`src/rtl/pif_cfg.svh`:
```
// Register map, field positions and reset values of the peripheral interrupt flag block.
`ifndef PIF_CFG_SVH
`define PIF_CFG_SVH

`define PIF_ADDR_W      12
`define PIF_OFF_FLAG1   12'h000
`define PIF_OFF_FLAG2   12'h004
`define PIF_OFF_EN1     12'h008
`define PIF_OFF_EN2     12'h00C
`define PIF_OFF_CTRL    12'h010
`define PIF_OFF_STAT    12'h014

`define PIF_RST8        8'h00
`define PIF_RST32       32'h00000000
`define PIF_F1_W        3

`define PIF_B_T1OVF     0
`define PIF_B_T2MAT     1
`define PIF_B_CC1       2
`define PIF_B_CC2       0
`define PIF_B_T3OVF     1
`define PIF_B_VDET      2
`define PIF_B_BCOL      3
`define PIF_B_NVWR      4
`define PIF_B_USB       5
`define PIF_B_CMP       6
`define PIF_B_OSCF      7
`define PIF_B_ADC_EN    6
`define PIF_B_PAR_EN    7

`define PIF_C_GLB       0
`define PIF_C_GATE      1
`define PIF_C_PRIO      2
`define PIF_C_T3SEL     3
`define PIF_C_M1_LO     4
`define PIF_C_M1_HI     5
`define PIF_C_M2_LO     6
`define PIF_C_M2_HI     7

`define PIF_S_IRQ       0
`define PIF_S_NVBUSY    1
`define PIF_S_CMP       2

`endif

```
`src/rtl/pif_pkg.sv`:
```
// Types of the peripheral interrupt flag block.
package pif_pkg;

	typedef enum logic [1:0] {
		PIF_CAPTURE = 2'b00,
		PIF_COMPARE = 2'b01,
		PIF_PWM     = 2'b10,
		PIF_OFF     = 2'b11
	} pif_mode_t;

	typedef struct packed {
		logic [2:0]  flag1;
		logic [7:0]  flag2;
		logic [7:0]  en1;
		logic [7:0]  en2;
		logic        glb_en;
		logic        gate;
		logic        prio_on;
		logic        t3_sel;
		pif_mode_t   mode1;
		pif_mode_t   mode2;
		logic        cmp_prev;
		logic [31:0] prdata;
		logic        pready;
		logic        pslverr;
		logic        irq;
	} pif_state_t;

endpackage

```
`src/rtl/pif_flags.sv`:
```
// Peripheral interrupt flag and enable registers with an APB slave and the request gate.
//
// Functional notes
// [RULE_01] Capcomp one compare match sets its flag.
// [RULE_02] Capcomp flags take no events in PWM.
// [RULE_03] Timer two period match sets its flag.
// [RULE_04] Timer one rollover sets its flag.
// [RULE_05] Software keeps parallel flag clear, small package.
// [RULE_06] Oscillator failover sets flag, software clears.
// [RULE_07] Any comparator input change sets flag.
// [RULE_08] USB engine request sets its flag.
// [RULE_09] Write done sets; pending write reads zero.
// [RULE_10] Serial bus collision sets its flag.
// [RULE_11] Voltage detector condition sets its flag.
// [RULE_12] Timer three rollover sets its flag.
// [RULE_13] Capcomp two capture sets its flag.
// [RULE_14] Capcomp two selected timer match sets flag.
// [RULE_15] Without priorities, peripheral gate also required.
// [RULE_16] Enable bit seven allows parallel port interrupt.
// [RULE_17] Enable bit six allows converter interrupt.
// [RULE_18] Flags set regardless of any enable.
// [RULE_19] Peripheral gate allows or blocks all requests. With priorities on, the global enable alone passes them too.
// [RULE_20] Request when flag and enable both set.
`timescale 1ns/10ps
`include "pif_cfg.svh"

module pif_flags
	import pif_pkg::*;
(
	input  wire logic                    pclk,
	input  wire logic                    presetn,
	input  wire logic                    psel,
	input  wire logic                    penable,
	input  wire logic                    pwrite,
	input  wire logic [`PIF_ADDR_W-1:0]  paddr,
	input  wire logic [31:0]             pwdata,
	output logic      [31:0]             prdata,
	output logic                         pready,
	output logic                         pslverr,
	input  wire logic                    timer_one_rollover,
	input  wire logic                    timer_two_period_match,
	input  wire logic                    capcomp_one_match,
	input  wire logic                    capcomp_one_capture,
	input  wire logic                    osc_fail_event,
	input  wire logic                    comparator_level,
	input  wire logic                    usb_request,
	input  wire logic                    nv_write_busy,
	input  wire logic                    nv_write_done,
	input  wire logic                    bus_collision,
	input  wire logic                    voltage_detect,
	input  wire logic                    timer_three_rollover,
	input  wire logic                    capcomp_two_capture,
	input  wire logic                    capcomp_two_match_t1,
	input  wire logic                    capcomp_two_match_t3,
	input  wire logic                    parallel_port_pending,
	input  wire logic                    adc_pending,
	output logic                         periph_irq
);

	pif_state_t s_ff;
	pif_state_t nxt_s;

	logic       acc_done;
	logic       wr_done;
	logic       setup;
	logic       wr_f1;
	logic       wr_f2;
	logic       wr_en1;
	logic       wr_en2;
	logic       wr_ctrl;
	logic       cc2_match;
	logic [7:0] set2;
	logic [2:0] set1;

	// Address compare shared by the read mux and the write strobes.
	function automatic logic fn_hit(input logic [`PIF_ADDR_W-1:0] a, input logic [`PIF_ADDR_W-1:0] off);
		fn_hit = (a == off);
	endfunction

	function automatic logic fn_mapped(input logic [`PIF_ADDR_W-1:0] a);
		fn_mapped = fn_hit(a, `PIF_OFF_FLAG1) | fn_hit(a, `PIF_OFF_FLAG2) | fn_hit(a, `PIF_OFF_EN1) |
			fn_hit(a, `PIF_OFF_EN2) | fn_hit(a, `PIF_OFF_CTRL) | fn_hit(a, `PIF_OFF_STAT);
	endfunction

	// A transfer completes in the access cycle that follows its setup cycle.
	assign setup     = psel & ~penable;
	assign acc_done  = psel & penable & s_ff.pready;
	assign wr_done   = acc_done & pwrite & fn_mapped(paddr);
	assign wr_f1     = wr_done & fn_hit(paddr, `PIF_OFF_FLAG1);
	assign wr_f2     = wr_done & fn_hit(paddr, `PIF_OFF_FLAG2);
	assign wr_en1    = wr_done & fn_hit(paddr, `PIF_OFF_EN1);
	assign wr_en2    = wr_done & fn_hit(paddr, `PIF_OFF_EN2);
	assign wr_ctrl   = wr_done & fn_hit(paddr, `PIF_OFF_CTRL);

	// Hardware set terms; enables are not consulted here. [RULE_18]
	assign set1[`PIF_B_T1OVF] = timer_one_rollover;                                    // [RULE_04]
	assign set1[`PIF_B_T2MAT] = timer_two_period_match;                                // [RULE_03]
	assign set1[`PIF_B_CC1]   = (s_ff.mode1 == PIF_COMPARE & capcomp_one_match) |      // [RULE_01] [RULE_02]
		(s_ff.mode1 == PIF_CAPTURE & capcomp_one_capture);
	assign cc2_match = s_ff.t3_sel ? capcomp_two_match_t3 : capcomp_two_match_t1;      // [RULE_14]
	assign set2[`PIF_B_CC2]   = (s_ff.mode2 == PIF_CAPTURE & capcomp_two_capture) |    // [RULE_13] [RULE_02]
		(s_ff.mode2 == PIF_COMPARE & cc2_match);                                         // [RULE_14]
	assign set2[`PIF_B_T3OVF] = timer_three_rollover;                                  // [RULE_12]
	assign set2[`PIF_B_VDET]  = voltage_detect;                                        // [RULE_11]
	assign set2[`PIF_B_BCOL]  = bus_collision;                                         // [RULE_10]
	assign set2[`PIF_B_NVWR]  = nv_write_done;                                         // [RULE_09]
	assign set2[`PIF_B_USB]   = usb_request;                                           // [RULE_08]
	assign set2[`PIF_B_CMP]   = comparator_level ^ s_ff.cmp_prev;                      // [RULE_07]
	assign set2[`PIF_B_OSCF]  = osc_fail_event;                                        // [RULE_06]

	always_comb begin
		logic [2:0]  base1;
		logic [7:0]  base2;
		logic        pend;
		logic        gate_ok;
		logic [31:0] rd;
		base1 = s_ff.flag1;
		base2 = s_ff.flag2;
		pend = 1'b0;
		gate_ok = 1'b0;
		rd = `PIF_RST32;
		nxt_s = s_ff;

		// Software writes take effect only at the completing edge; a set in that cycle wins.
		if (wr_f1) begin
			base1 = pwdata[`PIF_F1_W-1:0];
		end
		if (wr_f2) begin
			base2 = pwdata[7:0];
		end
		nxt_s.flag1 = base1 | set1;                                                    // [RULE_01] [RULE_03] [RULE_04]
		nxt_s.flag2 = base2 | set2;                                                    // [RULE_06] [RULE_07] [RULE_08]
		// A pending write forces the done flag low until the write ends.
		nxt_s.flag2[`PIF_B_NVWR] = (base2[`PIF_B_NVWR] & ~nv_write_busy) | nv_write_done; // [RULE_09]
		nxt_s.cmp_prev = comparator_level;

		if (wr_en1) begin
			nxt_s.en1 = pwdata[7:0];                                                   // [RULE_16] [RULE_17]
		end
		if (wr_en2) begin
			nxt_s.en2 = pwdata[7:0];
		end
		if (wr_ctrl) begin
			nxt_s.glb_en  = pwdata[`PIF_C_GLB];
			nxt_s.gate    = pwdata[`PIF_C_GATE];
			nxt_s.prio_on = pwdata[`PIF_C_PRIO];
			nxt_s.t3_sel  = pwdata[`PIF_C_T3SEL];
			nxt_s.mode1   = pif_mode_t'(pwdata[`PIF_C_M1_HI:`PIF_C_M1_LO]);
			nxt_s.mode2   = pif_mode_t'(pwdata[`PIF_C_M2_HI:`PIF_C_M2_LO]);
		end

		// Same-position flag and enable pairs, plus the two externally held requests.
		pend = (|(s_ff.flag1 & s_ff.en1[`PIF_F1_W-1:0])) | (|(s_ff.flag2 & s_ff.en2)) | // [RULE_20]
			(parallel_port_pending & s_ff.en1[`PIF_B_PAR_EN]) |                          // [RULE_16]
			(adc_pending & s_ff.en1[`PIF_B_ADC_EN]);                                     // [RULE_17]
		if (s_ff.prio_on) begin
			gate_ok = s_ff.glb_en | s_ff.gate;
		end else begin
			gate_ok = s_ff.glb_en & s_ff.gate;                                         // [RULE_15] [RULE_19]
		end
		nxt_s.irq = pend & gate_ok;                                                    // [RULE_20]

		// Read data is captured in the setup cycle and stands through the access cycle.
		if (fn_hit(paddr, `PIF_OFF_FLAG1)) begin
			rd[`PIF_F1_W-1:0] = s_ff.flag1;
		end else if (fn_hit(paddr, `PIF_OFF_FLAG2)) begin
			rd[7:0] = s_ff.flag2;
		end else if (fn_hit(paddr, `PIF_OFF_EN1)) begin
			rd[7:0] = s_ff.en1;
		end else if (fn_hit(paddr, `PIF_OFF_EN2)) begin
			rd[7:0] = s_ff.en2;
		end else if (fn_hit(paddr, `PIF_OFF_CTRL)) begin
			rd[`PIF_C_GLB]   = s_ff.glb_en;
			rd[`PIF_C_GATE]  = s_ff.gate;
			rd[`PIF_C_PRIO]  = s_ff.prio_on;
			rd[`PIF_C_T3SEL] = s_ff.t3_sel;
			rd[`PIF_C_M1_HI:`PIF_C_M1_LO] = s_ff.mode1;
			rd[`PIF_C_M2_HI:`PIF_C_M2_LO] = s_ff.mode2;
		end else if (fn_hit(paddr, `PIF_OFF_STAT)) begin
			rd[`PIF_S_IRQ]    = s_ff.irq;
			rd[`PIF_S_NVBUSY] = nv_write_busy;
			rd[`PIF_S_CMP]    = comparator_level;
		end
		if (setup) begin
			nxt_s.pready  = 1'b1;
			nxt_s.prdata  = pwrite ? `PIF_RST32 : rd;
			nxt_s.pslverr = ~fn_mapped(paddr);
		end else begin
			nxt_s.pready  = 1'b0;
			nxt_s.prdata  = `PIF_RST32;
			nxt_s.pslverr = 1'b0;
		end
	end

	always_ff @(posedge pclk or negedge presetn) begin
		if (!presetn) begin
			s_ff.flag1    <= `PIF_F1_W'(0);
			s_ff.flag2    <= `PIF_RST8;
			s_ff.en1      <= `PIF_RST8;
			s_ff.en2      <= `PIF_RST8;
			s_ff.glb_en   <= 1'b0;
			s_ff.gate     <= 1'b0;
			s_ff.prio_on  <= 1'b0;
			s_ff.t3_sel   <= 1'b0;
			s_ff.mode1    <= PIF_OFF;
			s_ff.mode2    <= PIF_OFF;
			s_ff.cmp_prev <= 1'b0;
			s_ff.prdata   <= `PIF_RST32;
			s_ff.pready   <= 1'b0;
			s_ff.pslverr  <= 1'b0;
			s_ff.irq      <= 1'b0;
		end else begin
			s_ff <= nxt_s;
		end
	end

	assign prdata     = s_ff.prdata;
	assign pready     = s_ff.pready;
	assign pslverr    = s_ff.pslverr;
	assign periph_irq = s_ff.irq;

	property p_cc1_compare;
		@(posedge pclk) disable iff (!presetn)
		(s_ff.mode1 == PIF_COMPARE && capcomp_one_match) |=> s_ff.flag1[`PIF_B_CC1];
	endproperty
	a_cc1_compare: assert property (p_cc1_compare) else $error("capcomp one flag not set on match"); // [RULE_01]

	property p_cc1_pwm_quiet;
		@(posedge pclk) disable iff (!presetn)
		(s_ff.mode1 == PIF_PWM && !wr_f1 && !s_ff.flag1[`PIF_B_CC1]) |=> !s_ff.flag1[`PIF_B_CC1];
	endproperty
	a_cc1_pwm_quiet: assert property (p_cc1_pwm_quiet) else $error("capcomp one flag set in pwm"); // [RULE_02]

	property p_cc2_pwm_quiet;
		@(posedge pclk) disable iff (!presetn)
		(s_ff.mode2 == PIF_PWM && !wr_f2 && !s_ff.flag2[`PIF_B_CC2]) |=> !s_ff.flag2[`PIF_B_CC2];
	endproperty
	a_cc2_pwm_quiet: assert property (p_cc2_pwm_quiet) else $error("capcomp two flag set in pwm"); // [RULE_02]

	property p_t2_match;
		@(posedge pclk) disable iff (!presetn)
		timer_two_period_match |=> s_ff.flag1[`PIF_B_T2MAT];
	endproperty
	a_t2_match: assert property (p_t2_match) else $error("timer two match flag missed"); // [RULE_03]

	property p_t1_hold;
		@(posedge pclk) disable iff (!presetn)
		(s_ff.flag1[`PIF_B_T1OVF] && !wr_f1) |=> s_ff.flag1[`PIF_B_T1OVF];
	endproperty
	a_t1_hold: assert property (p_t1_hold) else $error("timer one flag dropped without a write"); // [RULE_04]

	property p_osc_fail;
		@(posedge pclk) disable iff (!presetn)
		osc_fail_event ##1 (!wr_f2) |=> s_ff.flag2[`PIF_B_OSCF];
	endproperty
	a_osc_fail: assert property (p_osc_fail) else $error("oscillator fail flag lost"); // [RULE_06]

	property p_cmp_change;
		@(posedge pclk) disable iff (!presetn)
		(comparator_level != $past(comparator_level)) |=> s_ff.flag2[`PIF_B_CMP];
	endproperty
	a_cmp_change: assert property (p_cmp_change) else $error("comparator change not flagged"); // [RULE_07]

	property p_usb;
		@(posedge pclk) disable iff (!presetn)
		usb_request |=> s_ff.flag2[`PIF_B_USB];
	endproperty
	a_usb: assert property (p_usb) else $error("usb flag not set"); // [RULE_08]

	property p_nv_busy;
		@(posedge pclk) disable iff (!presetn)
		(nv_write_busy && !nv_write_done) |=> !s_ff.flag2[`PIF_B_NVWR];
	endproperty
	a_nv_busy: assert property (p_nv_busy) else $error("write done flag high while busy"); // [RULE_09]

	property p_bcol;
		@(posedge pclk) disable iff (!presetn)
		bus_collision |=> s_ff.flag2[`PIF_B_BCOL];
	endproperty
	a_bcol: assert property (p_bcol) else $error("bus collision flag not set"); // [RULE_10]

	property p_vdet;
		@(posedge pclk) disable iff (!presetn)
		voltage_detect |=> s_ff.flag2[`PIF_B_VDET];
	endproperty
	a_vdet: assert property (p_vdet) else $error("voltage detect flag not set"); // [RULE_11]

	property p_t3;
		@(posedge pclk) disable iff (!presetn)
		timer_three_rollover |=> s_ff.flag2[`PIF_B_T3OVF];
	endproperty
	a_t3: assert property (p_t3) else $error("timer three flag not set"); // [RULE_12]

	property p_cc2_capture;
		@(posedge pclk) disable iff (!presetn)
		(s_ff.mode2 == PIF_CAPTURE && capcomp_two_capture) |=> s_ff.flag2[`PIF_B_CC2];
	endproperty
	a_cc2_capture: assert property (p_cc2_capture) else $error("capcomp two capture missed"); // [RULE_13]

	property p_cc2_select;
		@(posedge pclk) disable iff (!presetn)
		(s_ff.mode2 == PIF_COMPARE && s_ff.t3_sel && capcomp_two_match_t3) |=> s_ff.flag2[`PIF_B_CC2];
	endproperty
	a_cc2_select: assert property (p_cc2_select) else $error("capcomp two timer three match missed"); // [RULE_14]

	property p_gate_block;
		@(posedge pclk) disable iff (!presetn)
		(!s_ff.prio_on && !s_ff.gate) |=> !periph_irq;
	endproperty
	a_gate_block: assert property (p_gate_block) else $error("request passed with gate closed"); // [RULE_15]

	property p_adc_en;
		@(posedge pclk) disable iff (!presetn)
		(adc_pending && s_ff.en1 == `PIF_RST8 && s_ff.en2 == `PIF_RST8) |=> !periph_irq;
	endproperty
	a_adc_en: assert property (p_adc_en) else $error("converter request passed while disabled"); // [RULE_17]

	property p_par_en;
		@(posedge pclk) disable iff (!presetn)
		(parallel_port_pending && s_ff.en1[`PIF_B_PAR_EN] && s_ff.glb_en && s_ff.gate) |=> periph_irq;
	endproperty
	a_par_en: assert property (p_par_en) else $error("parallel port request not passed"); // [RULE_16]

	property p_poll;
		@(posedge pclk) disable iff (!presetn)
		(timer_one_rollover && !s_ff.glb_en && !s_ff.prio_on) |=> s_ff.flag1[`PIF_B_T1OVF] && !periph_irq;
	endproperty
	a_poll: assert property (p_poll) else $error("flag not pollable with enables off"); // [RULE_18] [RULE_19]

	property p_irq_pair;
		@(posedge pclk) disable iff (!presetn)
		(s_ff.flag2[`PIF_B_USB] && s_ff.en2[`PIF_B_USB] && s_ff.glb_en && s_ff.gate) |=> periph_irq;
	endproperty
	a_irq_pair: assert property (p_irq_pair) else $error("enabled flag raised no request"); // [RULE_20]

	property p_apb_one_wait;
		@(posedge pclk) disable iff (!presetn)
		(psel && !penable) |=> pready ##1 !pready;
	endproperty
	a_apb_one_wait: assert property (p_apb_one_wait) else $error("apb ready not one cycle after setup");

endmodule

```
`config.mk`:
```
export PLATFORM = sky130hd
export DESIGN_NAME = pif_flags
export DESIGN_NICKNAME = d
export VERILOG_FILES = /design/src/rtl/pif_pkg.sv /design/src/rtl/pif_flags.sv
export VERILOG_INCLUDE_DIRS = /design/src /design/src/rtl
export SDC_FILE = /design/constraint.sdc
export NUM_CORES = 1
export LEC_CHECK = 0
export BUFFER_PORTS_ARGS = -buffer_cell sky130_fd_sc_hd__buf_2
export CAP_MARGIN = 10
export CORE_MARGIN = 4
export CORE_UTILIZATION = 49
export DETAILED_ROUTE_END_ITERATION = 10
export GPL_TIMING_DRIVEN = 0
export PLACE_DENSITY = 0.84
export SETUP_SLACK_MARGIN = 0.4
export SLEW_MARGIN = 0
export SYNTH_ARGS = -nofsm -noshare
export SYNTH_HDL_FRONTEND = slang
export SYNTH_SLANG_ARGS = --single-unit
```
`constraint.sdc`:
```
create_clock -name pclk -period 4.4 [get_ports pclk]
set_clock_uncertainty 0.05 [all_clocks]
set_input_delay 0.22 -clock pclk [delete_from_list [all_inputs] [get_ports pclk]]
set_output_delay 0.22 -clock pclk [all_outputs]
set_load 0.01 [all_outputs]
```
Word-level counts from Yosys, hierarchy flattened
Cells that the tools add are included.
{"block": "classes", "muxes": 14, "eq_ne": 7, "n_bitwise": 39, "reduce_logical": 5}
{"cell": "8-bit two-way mux", "n": 5}
{"cell": "12-bit by 4-bit == test with 1-bit output, second input constant", "n": 2}
{"cell": "12-bit by 5-bit == test with 1-bit output, second input constant", "n": 2}
{"cell": "1-bit bitwise AND", "n": 19}
{"cell": "12-bit by 3-bit == test with 1-bit output, second input constant", "n": 1}
{"cell": "12-bit zero test", "n": 1}
{"cell": "3-bit two-way mux", "n": 4}
{"cell": "1-bit bitwise OR", "n": 12}
{"cell": "10-bit two-way mux", "n": 1}
{"cell": "5-bit two-way mux", "n": 2}
{"cell": "8-bit bitwise AND", "n": 1}
{"cell": "8-bit bitwise OR", "n": 1}
{"cell": "8-bit OR reduction", "n": 1}
{"cell": "2-bit by 1-bit == test with 1-bit output, second input constant", "n": 2}
{"cell": "2-bit zero test", "n": 2}
{"cell": "3-bit bitwise AND", "n": 1}
{"cell": "1-bit NOT", "n": 3}
{"cell": "3-bit bitwise OR", "n": 1}
{"cell": "3-bit OR reduction", "n": 1}
{"cell": "1-bit two-way mux", "n": 2}
{"cell": "1-bit XOR", "n": 1}
{"block": "totals", "out_inout_bits": 35, "regBits": 71}

Logic depth before layout (Yosys ltp)
Gate-level depths: netlist of run 1.
{"block": "logic_depth", "word_depth": 11, "ltp_mapped": 6, "mapped_depth_nobuf": 4}

Worst setup path after synthesis of run 1
Ideal clock, no wire load.
{"block": "synth_timing", "path_kind": "register -> register", "from": "reg, netlist name pready", "to": "reg s_ff[44] (netlist bit)", "synth_period_minus_slack_ps": 1792, "arrival_ps": 1617, "path_stages_with_launch": 5, "setup_ps": 125, "required_time_ps": 4225, "slack_ps": 2608, "cell_sequence": "dfrtp_1 > nand4_1 > nand2b_1 > nor3_4 > mux2_2"}
{"block": "synth_via", "elab_chain_cells": 4}
{"item": "1-bit bitwise AND", "line": "pif_flags.sv:87", "source": "assign acc_done = psel & penable & s_ff.pready;"}
{"item": "1-bit bitwise AND (2 in a row)", "line": "pif_flags.sv:88", "source": "assign wr_done = acc_done & pwrite & fn_mapped(paddr);"}
{"item": "1-bit bitwise AND", "line": "pif_flags.sv:92", "source": "assign wr_en2 = wr_done & fn_hit(paddr, `PIF_OFF_EN2);"}
{"item": "end signal, assigned", "line": "pif_flags.sv:213", "source": "s_ff <= nxt_s;"}
{"item": "end, declared", "line": "pif_flags.sv:60", "source": "pif_state_t s_ff;"}
Every way passes these cells.
A chain may end at the register's enable or synchronous reset.

Worst setup path after layout of run 1
{"block": "layout_timing", "from": "reg, netlist name pready", "to": "reg s_ff[46] (netlist bit)"}
{"block": "layout_via", "elab_chain_cells": 4}
{"item": "1-bit bitwise AND", "line": "pif_flags.sv:87"}
{"item": "1-bit bitwise AND (2 in a row)", "line": "pif_flags.sv:88"}
{"item": "1-bit bitwise AND", "line": "pif_flags.sv:92"}
Every way passes these cells.

==> flow_summary.toml, run 1 <==
[final_layout]
final_layout_size_suffix_gt1_frac = 0.406
final_area_um2 = 3140
final_util = 0.611
syn_to_final_growth_pct = 20.7
n_antenna_cell = 0
final_nets = 388
fillers = 440

[power]
powerDensity_nw_per_um2 = 270
power_leakage_uw = 0.00155
finalPower_uw = 849
ir_worst_vdd_mv = 0.251

[logic_synthesis]
async_flop_share = 1.00
syn_inst = 241
syn_area_um2 = 2600
synth_cell_type_count = 50
ys.flop_type = "dfrtp_1"
synth-edff-count = 0
synth.top_cell.area_share = 0.414
synth_top_cells_by_area = "dfrtp_1 41%, mux2_2 9.5%, buf_4 9.2%, nor2_1 4.2%, dfstp_2 4.0%"
synth_warnings = 0
seq_area_frac_synth = 0.454
synth_seq_cells = 47
post-synth-top-area-cell = "dfrtp_1"
syn_avg_cell_area_um2 = 10.8

[cts]
cts_buffers = 5
htreeDepth = 2
post_cts_buffers = 0
cts.sinks = 47
cts_resized = 0
ctsHoldBuffers = 0
clk_latency_ns = 0.31
clockRootBuffer = "clkbuf_8"
cts.clk_slew.worst_paths_ns = 0.09
tritoncts = "built"
max-clock-path-buffers = 2

[detailed_routing]
initialDrtViolationCount = 205
wl_met2_mm = 3.03
via_count = 2080
top_layer = "met4"
first_pass_iters = 5
wl_per_cell_um = 15.5
wl_mm = 6.10
met1_length_mm = 2.31
drt-vias-per-instance = 5.29
antenna_left = 0
routed-wl-met3_um = 643
drc = 0

[placement]
placed_area_um2 = 3030
hpwl_mm = 4.58
port_buffers = 51
place_ws_ns = 2.30
routabilityCongestion = 0.904

[worst_setup_path]
start_kind = "flop"
cp_top_family = "simple AND/OR/NAND/NOR gates"
crit_fanout = 8
reg2regPathDepth = 4
cp_slowest_stage_delay_ns = 0.52
worst_path_max_delay_cell = "nor3_4"
end_kind = "flop"
crit_arrival_ns = 2.22
cp.depth = 4
critical_path_required_ns = 4.55
path_buf_inv = 0
crit_type = "reg -> reg"
path_cells = "nand4_1 > nand2b_1 > nor3_4 > mux2_2"

[min_path]
hold_path_class = "in -> reg"
hold_depth = 1

[die]
coreArea_um2 = 5140
ioPinCount = 101
dieWidth_um = 80.9
die_h_um = 80.9
initial_core_util = 0.506
dieArea_um2 = 6540
rows = 26

[sta]
finalCriticalPeriod_ns = 2.08
slew_violations = 0
rsz0062_at_grt = "no"
setup_viol = 0
fin_tns_setup_ns = 0
slew_headroom = 0.322
hold_viol = 0
fmax_ghz = 0.482
setup_ws_ns = 2.32
period_share = 0.472
worst_pin_slew_ns = 1.02

[status]
status = "complete, no violations"

[global_routing]
grt_usage = 0.196
overflow = 0
grt_max_degree = 48
antenna_found_initial = 0
grt_pass1_vias = 1992
grt_pass1_wl_mm = 9.75

[run]
maxCapViolCount = 0
## area by class of cell
cell class,count,area (um^2),share of cell area
Multi-Input combinational cell,171,1210,0.385
Tap cell,70,87.6,0.0279
Sequential cell,47,1180,0.376
Timing Repair Buffer,51,255,0.0813
Clock inverter,2,37.5,0.0120
Clock buffer,6,72.6,0.0231
Inverter,7,26.3,0.00837
Buffer,39,270,0.0861
## state kept, by name (all words and copies together), names as in the netlist
register and flops:
s_ff 36, prdata 8, periph_irq 1, pready 1
pslverr 1
## Yosys cell counts (3+ instances only)
library cell and n:
buf_4 32, nand2_1 8, clkbuf_1 4, dfrtp_1 43
a21oi_1 7, a31oi_1 4, nor2b_1 4, nor4_1 3
nand4_1 3, o32ai_1 4, buf_2 3, a32o_1 4
inv_1 7, dfstp_2 4, nor2_1 29, mux2i_1 9
nor3_1 4, mux2_2 22, a211oi_1 4, or2_2 3
## kinds of logic after synthesis
| kind of cell | count (synthesis) | share of synthesized area |
|---|---|---|
| multiplexers | 34 | 0.147 |
| AND/OR/NAND/NOR | 70 | 0.160 |
| XOR/XNOR | 1 | 0.00337 |
| buffers and inverters | 46 | 0.114 |
| other | 1 | 0.00144 |
| AO/OA/AOI/OAI | 42 | 0.120 |
| flip-flops | 47 | 0.454 |
## report_power, final
part / leakage (uW) / switching (uW) / total [uW] / internal, uW
registers: 0.000581 / 0.912 / 435 / 434
logic: 0.000920 / 54.6 / 94.6 / 40.0
clock network: 0.0000514 / 150 / 320 / 170
total: 0.00155 / 206 / 849 / 643
## per-stage QoR
stage                     hold slack [ns]  instances
after floorplan                    -0.126        264
after global placement              0.324        385
after detailed placement            0.323        385
after CTS                       0.0000352        393
after global routing              0.00248        393
final                             0.00772        393
## path summary, 6_finish.rpt
path / startpoint / endpoint / slack (ns)
worst min register to register: s_ff[57] / s_ff[57] / 0.47
worst max register to register: pready / s_ff[46] / 2.32
worst min-delay path: comparator_level / s_ff[35] / 0.008
min in group asynchronous: presetn / s_ff[65] / 0.03
worst max-delay path: pready / s_ff[46] / 2.32
max in group asynchronous: presetn / s_ff[41] / 3.64
## layout by cell type, fill, tap and decap left out, types with 3 or more instances in the layout
cell type / Yosys / final
buf_2: 3 / 54
dfrtp_1: 43 / 43
buf_4: 32 / 32
nor2_1: 29 / 29
conb_1: 1 / 24
mux2_2: 22 / 22
mux2i_1: 9 / 9
nand2_1: 8 / 8
inv_1: 7 / 7
a21oi_1: 7 / 7
clkbuf_1: 4 / 5
clkbuf_8: 0 / 5
nor2b_1: 4 / 4
a211oi_1: 4 / 4
nor3_1: 4 / 4
a32o_1: 4 / 4
o32ai_1: 4 / 4
a31oi_1: 4 / 4
dfstp_2: 4 / 4
nand4_1: 3 / 3
or2_2: 3 / 3
nor4_1: 3 / 3
## routing by layer
layer	GRT usage	up-vias
li1	-	976
met1	0.252	962
met2	0.321	130
met3	0.0466	12
met4	0.0760	0
met5	0	-
No activity file was read; power rests on OpenSTA's default activity.
==> run 2: changes to the inputs <==
Settings changed: CORE_UTILIZATION 49 to 44, PLACE_DENSITY 0.84 to 0.8.
Clock period 4.4 ns to 1.9 ns, I/O delays scaled along.
==> run 2 against run 1 <==
- via count increased by 3.7%
- clock power increased by 87%
- global-route usage decreased by 0.61 points
- largest cell class unchanged
- largest power group unchanged
==> flow_summary.toml, run 2 (synthesis results as in run 1) <==
[final_layout]
regMostFlops = "s_ff"
final_cell_mix = "52 x buf_2, 43 x dfrtp_1, 39 x buf_4"
final_cells = 416
fillers = 475
final_nets = 409
top_regs = "s_ff (36), prdata (8)"
syn_to_final_growth_pct = 31.4
final_common_cell = "buf_2"
final_layout_size_suffix_gt1_frac = 0.433
n_antenna_cell = 0
largest_reg_flops = 36

[cts]
clk_latency_ns = 0.30
tritoncts = "built"
max-clock-path-buffers = 2
cts.clk_slew.worst_paths_ns = 0.09
clockRootBuffer = "clkbuf_8"
htreeDepth = 2
cts_buffers = 5
cts.sinks = 47

[detailed_routing]
first_pass_iters = 4
antenna_left = 0
wl_mm = 6.84
via_count = 2156
wl_per_cell_um = 16.4
drt-vias-per-instance = 5.18
drc = 0
initialDrtViolationCount = 277

[die]
ioPinCount = 101
die_h_um = 84.9
coreArea_um2 = 5610
rows = 27
dieWidth_um = 84.9
initial_core_util = 0.464
dieArea_um2 = 7210

[worst_setup_path]
cp_slowest_stage_delay_ns = 0.35
path_cells = "nand4_1 > nand2b_4 > nor3_4 > buf_6 > mux2_2"
start_kind = "flop"
crit_arrival_ns = 1.67
crit_fanout = 4
worst_path_max_delay_cell = "dfrtp_1"
crit_start = "pready"
end_kind = "flop"
reg2regPathDepth = 5
critical_path_required_ns = 2.04
crit_type = "reg -> reg"
timing.rr.start = "pready"
r2r_setup_slack_ns = 0.37
r2r-end = "s_ff[48]"

[min_path]
hold_path_class = "in -> reg"
holdPathEnd = "s_ff[62]"
worstHoldStart = "voltage_detect"
hold_depth = 3

[placement]
routabilityCongestion = 0.918
place_inst = 387
port_buffers = 51
hpwl_mm = 4.87

[sta]
slew_violations = 0
worst_pin_slew_ns = 1.04
hold_viol = 0
fmax_ghz = 0.653
slew_headroom = 0.310
finalCriticalPeriod_ns = 1.53
rsz0062_at_grt = "yes"
period_share = 0.806
fin_tns_setup_ns = 0
setup_viol = 0

[run]
maxCapViolCount = 0

[global_routing]
antenna_found_initial = 0
grt_usage = 0.190
overflow = 0
grt_pass1_vias = 2107
grt_pass1_wl_mm = 10.8
grt_max_degree = 48

[power]
finalPower_uw = 1840
ir_worst_vdd_mv = 0.331
powerDensity_nw_per_um2 = 540
power_leakage_uw = 0.00168

[status]
status = "complete, no violations"
-- run 2: changes by cell type in the layout (fill, tap and decap cells not counted), sizes merged --
| cell | before | now |
|---|---|---|
| bufinv | 1 | 0 |
| dlygate4sd3 | 0 | 6 |
| clkbuf | 10 | 11 |
| clkinv | 0 | 1 |
| buf | 86 | 100 |
-- run 2: timing repair --
action,CTS,global route
hold endpoints to repair,48,0
hold buffers,6,0
pin swaps,5,5
setup buffers,13,2
resized for setup,6,12
setup endpoints to repair,31,28
-- run 2: how the worst max path moves through the flow --
stage	to
6_report	s_ff[48]
5_1_grt	s_ff[48]
4_1_cts	s_ff[48]
3_5_place_dp	s_ff[52]
3_3_place_gp	s_ff[52]
2_1_floorplan	s_ff[44]
-- run 2: report_power, final --
group / internal, uW / switching, uW
clock network: 258 / 342
logic: 105 / 133
registers: 1000 / 1.95
-- run 2: worst max-delay path, delay by kind of cell (launching register included) --
kind | cells | cell delay [ns]
buffers and inverters | 1 | 0.17
flip-flops | 1 | 0.35
multiplexers | 1 | 0.33
AND/OR/NAND/NOR | 3 | 0.52
-- run 2: metrics by stage --
stage | hold WS [ns] | cell area, um^2 | setup WS [ns] | utilization
floorplan | -0.251 | 2730 | 0.279 | -
global placement | 0.205 | 3080 | -0.0787 | 0.548
detailed placement | 0.205 | 3080 | -0.105 | 0.548
CTS | 0.00894 | 3360 | 0.375 | 0.600
global route | 0.0154 | 3420 | 0.302 | 0.609
finish | 0.0134 | 3420 | 0.368 | 0.609
-- run 2: metal layers --
metal  part of all wire  vias to the layer above  track usage
li1                   -                     1018            -
met1               0.42                     1018        0.261
met2               0.45                      107        0.298
met3              0.094                       13       0.0388
met4              0.026                        0       0.0719
met5                  0                        -            0
-- run 2: final cells by class --
| cell class | count | area, um^2 | share of cell area |
|---|---|---|---|
| tap | 72 | 90.1 | 0.0264 |
| sequential | 47 | 1180 | 0.346 |
| timing repair buffer | 72 | 479 | 0.140 |
| clock buffer | 6 | 72.6 | 0.0212 |
| inverter | 7 | 26.3 | 0.00769 |
| buffer | 39 | 277 | 0.0809 |
| clock inverter | 2 | 12.5 | 0.00366 |
| multi-input combinational | 171 | 1280 | 0.374 |
==> run 3: changes to the inputs <==
Settings changed: ABC_AREA from default to 1, CORE_UTILIZATION 44 to 45, PLACE_DENSITY 0.8 to 0.81.
Clock period 1.9 ns to 1.33 ns, I/O delays scaled along.
==> run 3 against run 2 <==
- synthesized cell count grew 39%
- the run now ends with hold timing, setup timing left
- largest cell class unchanged
- total power grew 47%
- area after synthesis grew 2.8%
- global-route usage grew 4.3 points
- clock-buffer cell count shrank 1
- sequential cell count is the same
- critical endpoint is now s_ff[58]
==> flow_summary.toml, run 3 <==
[sta]
finalCriticalPeriod_ns = 1.41
rsz0062_at_grt = "yes"
setup_viol = 25
fmax_ghz = 0.707
worst_pin_slew_ns = 1.06
slew_headroom = 0.292
slew_violations = 0
period_share = 1.06
holdWs_ns = -0.110
setup_ws_ns = -0.0840
hold_viol = 43

[power]
power_leakage_uw = 0.00208
ir_worst_vdd_mv = 0.745
powerDensity_nw_per_um2 = 653

[final_layout]
regMostFlops = "s_ff"
final_area_um2 = 4160
n_antenna_cell = 0
largest_reg_flops = 36
final_common_cell = "nand2_1"
fillers = 414
syn_to_final_growth_pct = 55.3
final_layout_size_suffix_gt1_frac = 0.489
final_cell_mix = "65 x nand2_1, 44 x buf_4, 43 x dfrtp_1"
top_regs = "s_ff (36), prdata (8)"
final_nets = 531

[detailed_routing]
wl_per_cell_um = 15.8
initialDrtViolationCount = 253
drc = 0
drt-vias-per-instance = 5.21
via_count = 2803
first_pass_iters = 5
wl_mm = 8.50
antenna_left = 0

[global_routing]
grt_pass1_vias = 2797
met1_usage = 0.301
busiest_layer = "met2"
grt_usage = 0.234
grt_pass1_wl_mm = 13.4
grt_max_degree = 48
antenna_found_initial = 0
grt_use_met2 = 0.391
use_met3 = 0.0447
overflow = 0

[die]
coreArea_um2 = 5640
dieArea_um2 = 7240
initial_core_util = 0.474
dieWidth_um = 85.1
die_h_um = 85.1
rows = 27
ioPinCount = 101

[logic_synthesis]
synth_seq_cells = 47
synth_common_cells = "84 x nand2_1, 43 x dfrtp_1, 32 x buf_4, 31 x inv_1, 21 x nor2_1"
syn_inst = 336
yosysMostFrequentCell = "nand2_1"
synth_cell_type_count = 34
ys.flop_type = "dfrtp_1"
synth_warnings = 0
synth-edff-count = 0
async_flop_share = 1.00
post-synth-top-area-cell = "dfrtp_1"
synth_top_cells_by_area = "dfrtp_1 40%, nand2_1 12%, buf_4 9.0%, inv_1 4.3%, dfstp_2 3.9%"
syn_area_um2 = 2680
seq_area_frac_synth = 0.442
syn_avg_cell_area_um2 = 7.96
synth.top_cell.area_share = 0.402

[cts]
htreeDepth = 2
cts_buffers = 5
clockRootBuffer = "clkbuf_8"
cts.clk_slew.worst_paths_ns = 0.10
tritoncts = "built"
clk_latency_ns = 0.31
max-clock-path-buffers = 2
cts.sinks = 47

[placement]
routabilityCongestion = 0.957
hpwl_mm = 5.55
placed_area_um2 = 3230
port_buffers = 52
place_ws_ns = -0.452

[worst_setup_path]
critical_path_required_ns = 1.49
crit_fanout = 5
crit_arrival_ns = 1.57
path_cells = "nand3_2 > nor2_4 > nand2_2 > or2_1 > buf_6 > buf_12 > nand2_4 > o21ai_2"
start_kind = "flop"
cp_slowest_stage_delay_ns = 0.38
worst_path_max_delay_cell = "dfrtp_1"
crit_type = "reg -> reg"
end_kind = "flop"

[status]
status = "complete, but fails checks"
violations = "hold timing, setup timing"

[run]
maxCapViolCount = 0

[min_path]
hold_path_class = "in -> async"
==> run 3: cell types whose count changed after synthesis, sizes merged, moves of 5 or more <==
cell   before  now
nand2       8   90
o21ai       2   40
inv         7   34
mux2       24    0
nand3       2   21
mux2i       9    0
a21oi       7   13
nor2       31   26
==> run 3: kinds of logic (layout without fill, tap and decap cells) <==
kind of cell,after synthesis,after routing,synth area share
xor gates and xnor gates,1,1,0.00327
other,1,24,0.00140
and+or+nand+nor,154,154,0.268
buffers and inverters,73,180,0.154
DFF,47,47,0.442
AOI/OAI and AO/OA,60,60,0.131
==> run 3: final timing paths <==
check                      startpoint        to  slack, ns  cells after the start
min reg2reg                  s_ff[39]  s_ff[39]       0.44                      2
max reg2reg                    pready  s_ff[58]      -0.08                      8
min                           presetn  s_ff[57]      -0.11                      1
max                            pready  s_ff[58]      -0.08                      8
max in group asynchronous     presetn   pslverr       0.68                      1
min in group pclk                psel   pslverr       0.01                      3
==> run 3: power by group <==
part | switching [uW] | leakage, uW | total (uW) | internal [uW]
logic | 201 | 0.00145 | 361 | 160
registers | 3.55 | 0.000582 | 1440 | 1440
clock network | 531 | 0.0000489 | 913 | 381
total | 736 | 0.00208 | 2710 | 1980
==> run 3: worst max-delay path: cells and delay by family, from the launching register on <==
kind                   cells  cell delay, ns
AOI/OAI and AO/OA          1            0.05
buffers and inverters      2            0.29
DFF                        1            0.38
and+or+nand+nor            5            0.55
==> run 3: per-layer routing <==
layer | wire length, um | vias up
li1 | - | 1298
met1 | 3170 | 1314
met2 | 4330 | 167
met3 | 747 | 24
met4 | 257 | 0
met5 | 0 | -
==> run 3: layout make-up <==
| cell class | count | area, um^2 | share of cell area |
|---|---|---|---|
| multi-input cells | 239 | 1480 | 0.357 |
| clock buffers | 5 | 68.8 | 0.0166 |
| plain buffers | 39 | 374 | 0.0900 |
| well taps | 72 | 90.1 | 0.0217 |
| clock inverters | 3 | 22.5 | 0.00542 |
| repair buffers | 99 | 800 | 0.192 |
| inverters | 34 | 135 | 0.0325 |
| flip-flops and latches | 47 | 1180 | 0.284 |
==> run 3: repair_timing <==
item | CTS | global route
cloned | 5 | 0
resized for setup | 79 | 33
buffers inserted | 20 | 8
endpoints found under the hold margin | 55 | 35
setup endpoints to repair | 54 | 54
hold buffers | 14 | 1
pin swaps | 20 | 20
==> run 3: stage by stage <==
stage	util	std cells	total power [uW]	setup TNS (ns)
floorplan	-	359	1630	-0.361
global placement	0.572	483	1750	-8.85
detailed placement	0.572	483	1760	-9.84
CTS	0.707	530	2690	-1.78
global route	0.737	538	2830	-3.32
finish	0.737	538	2710	-1.04
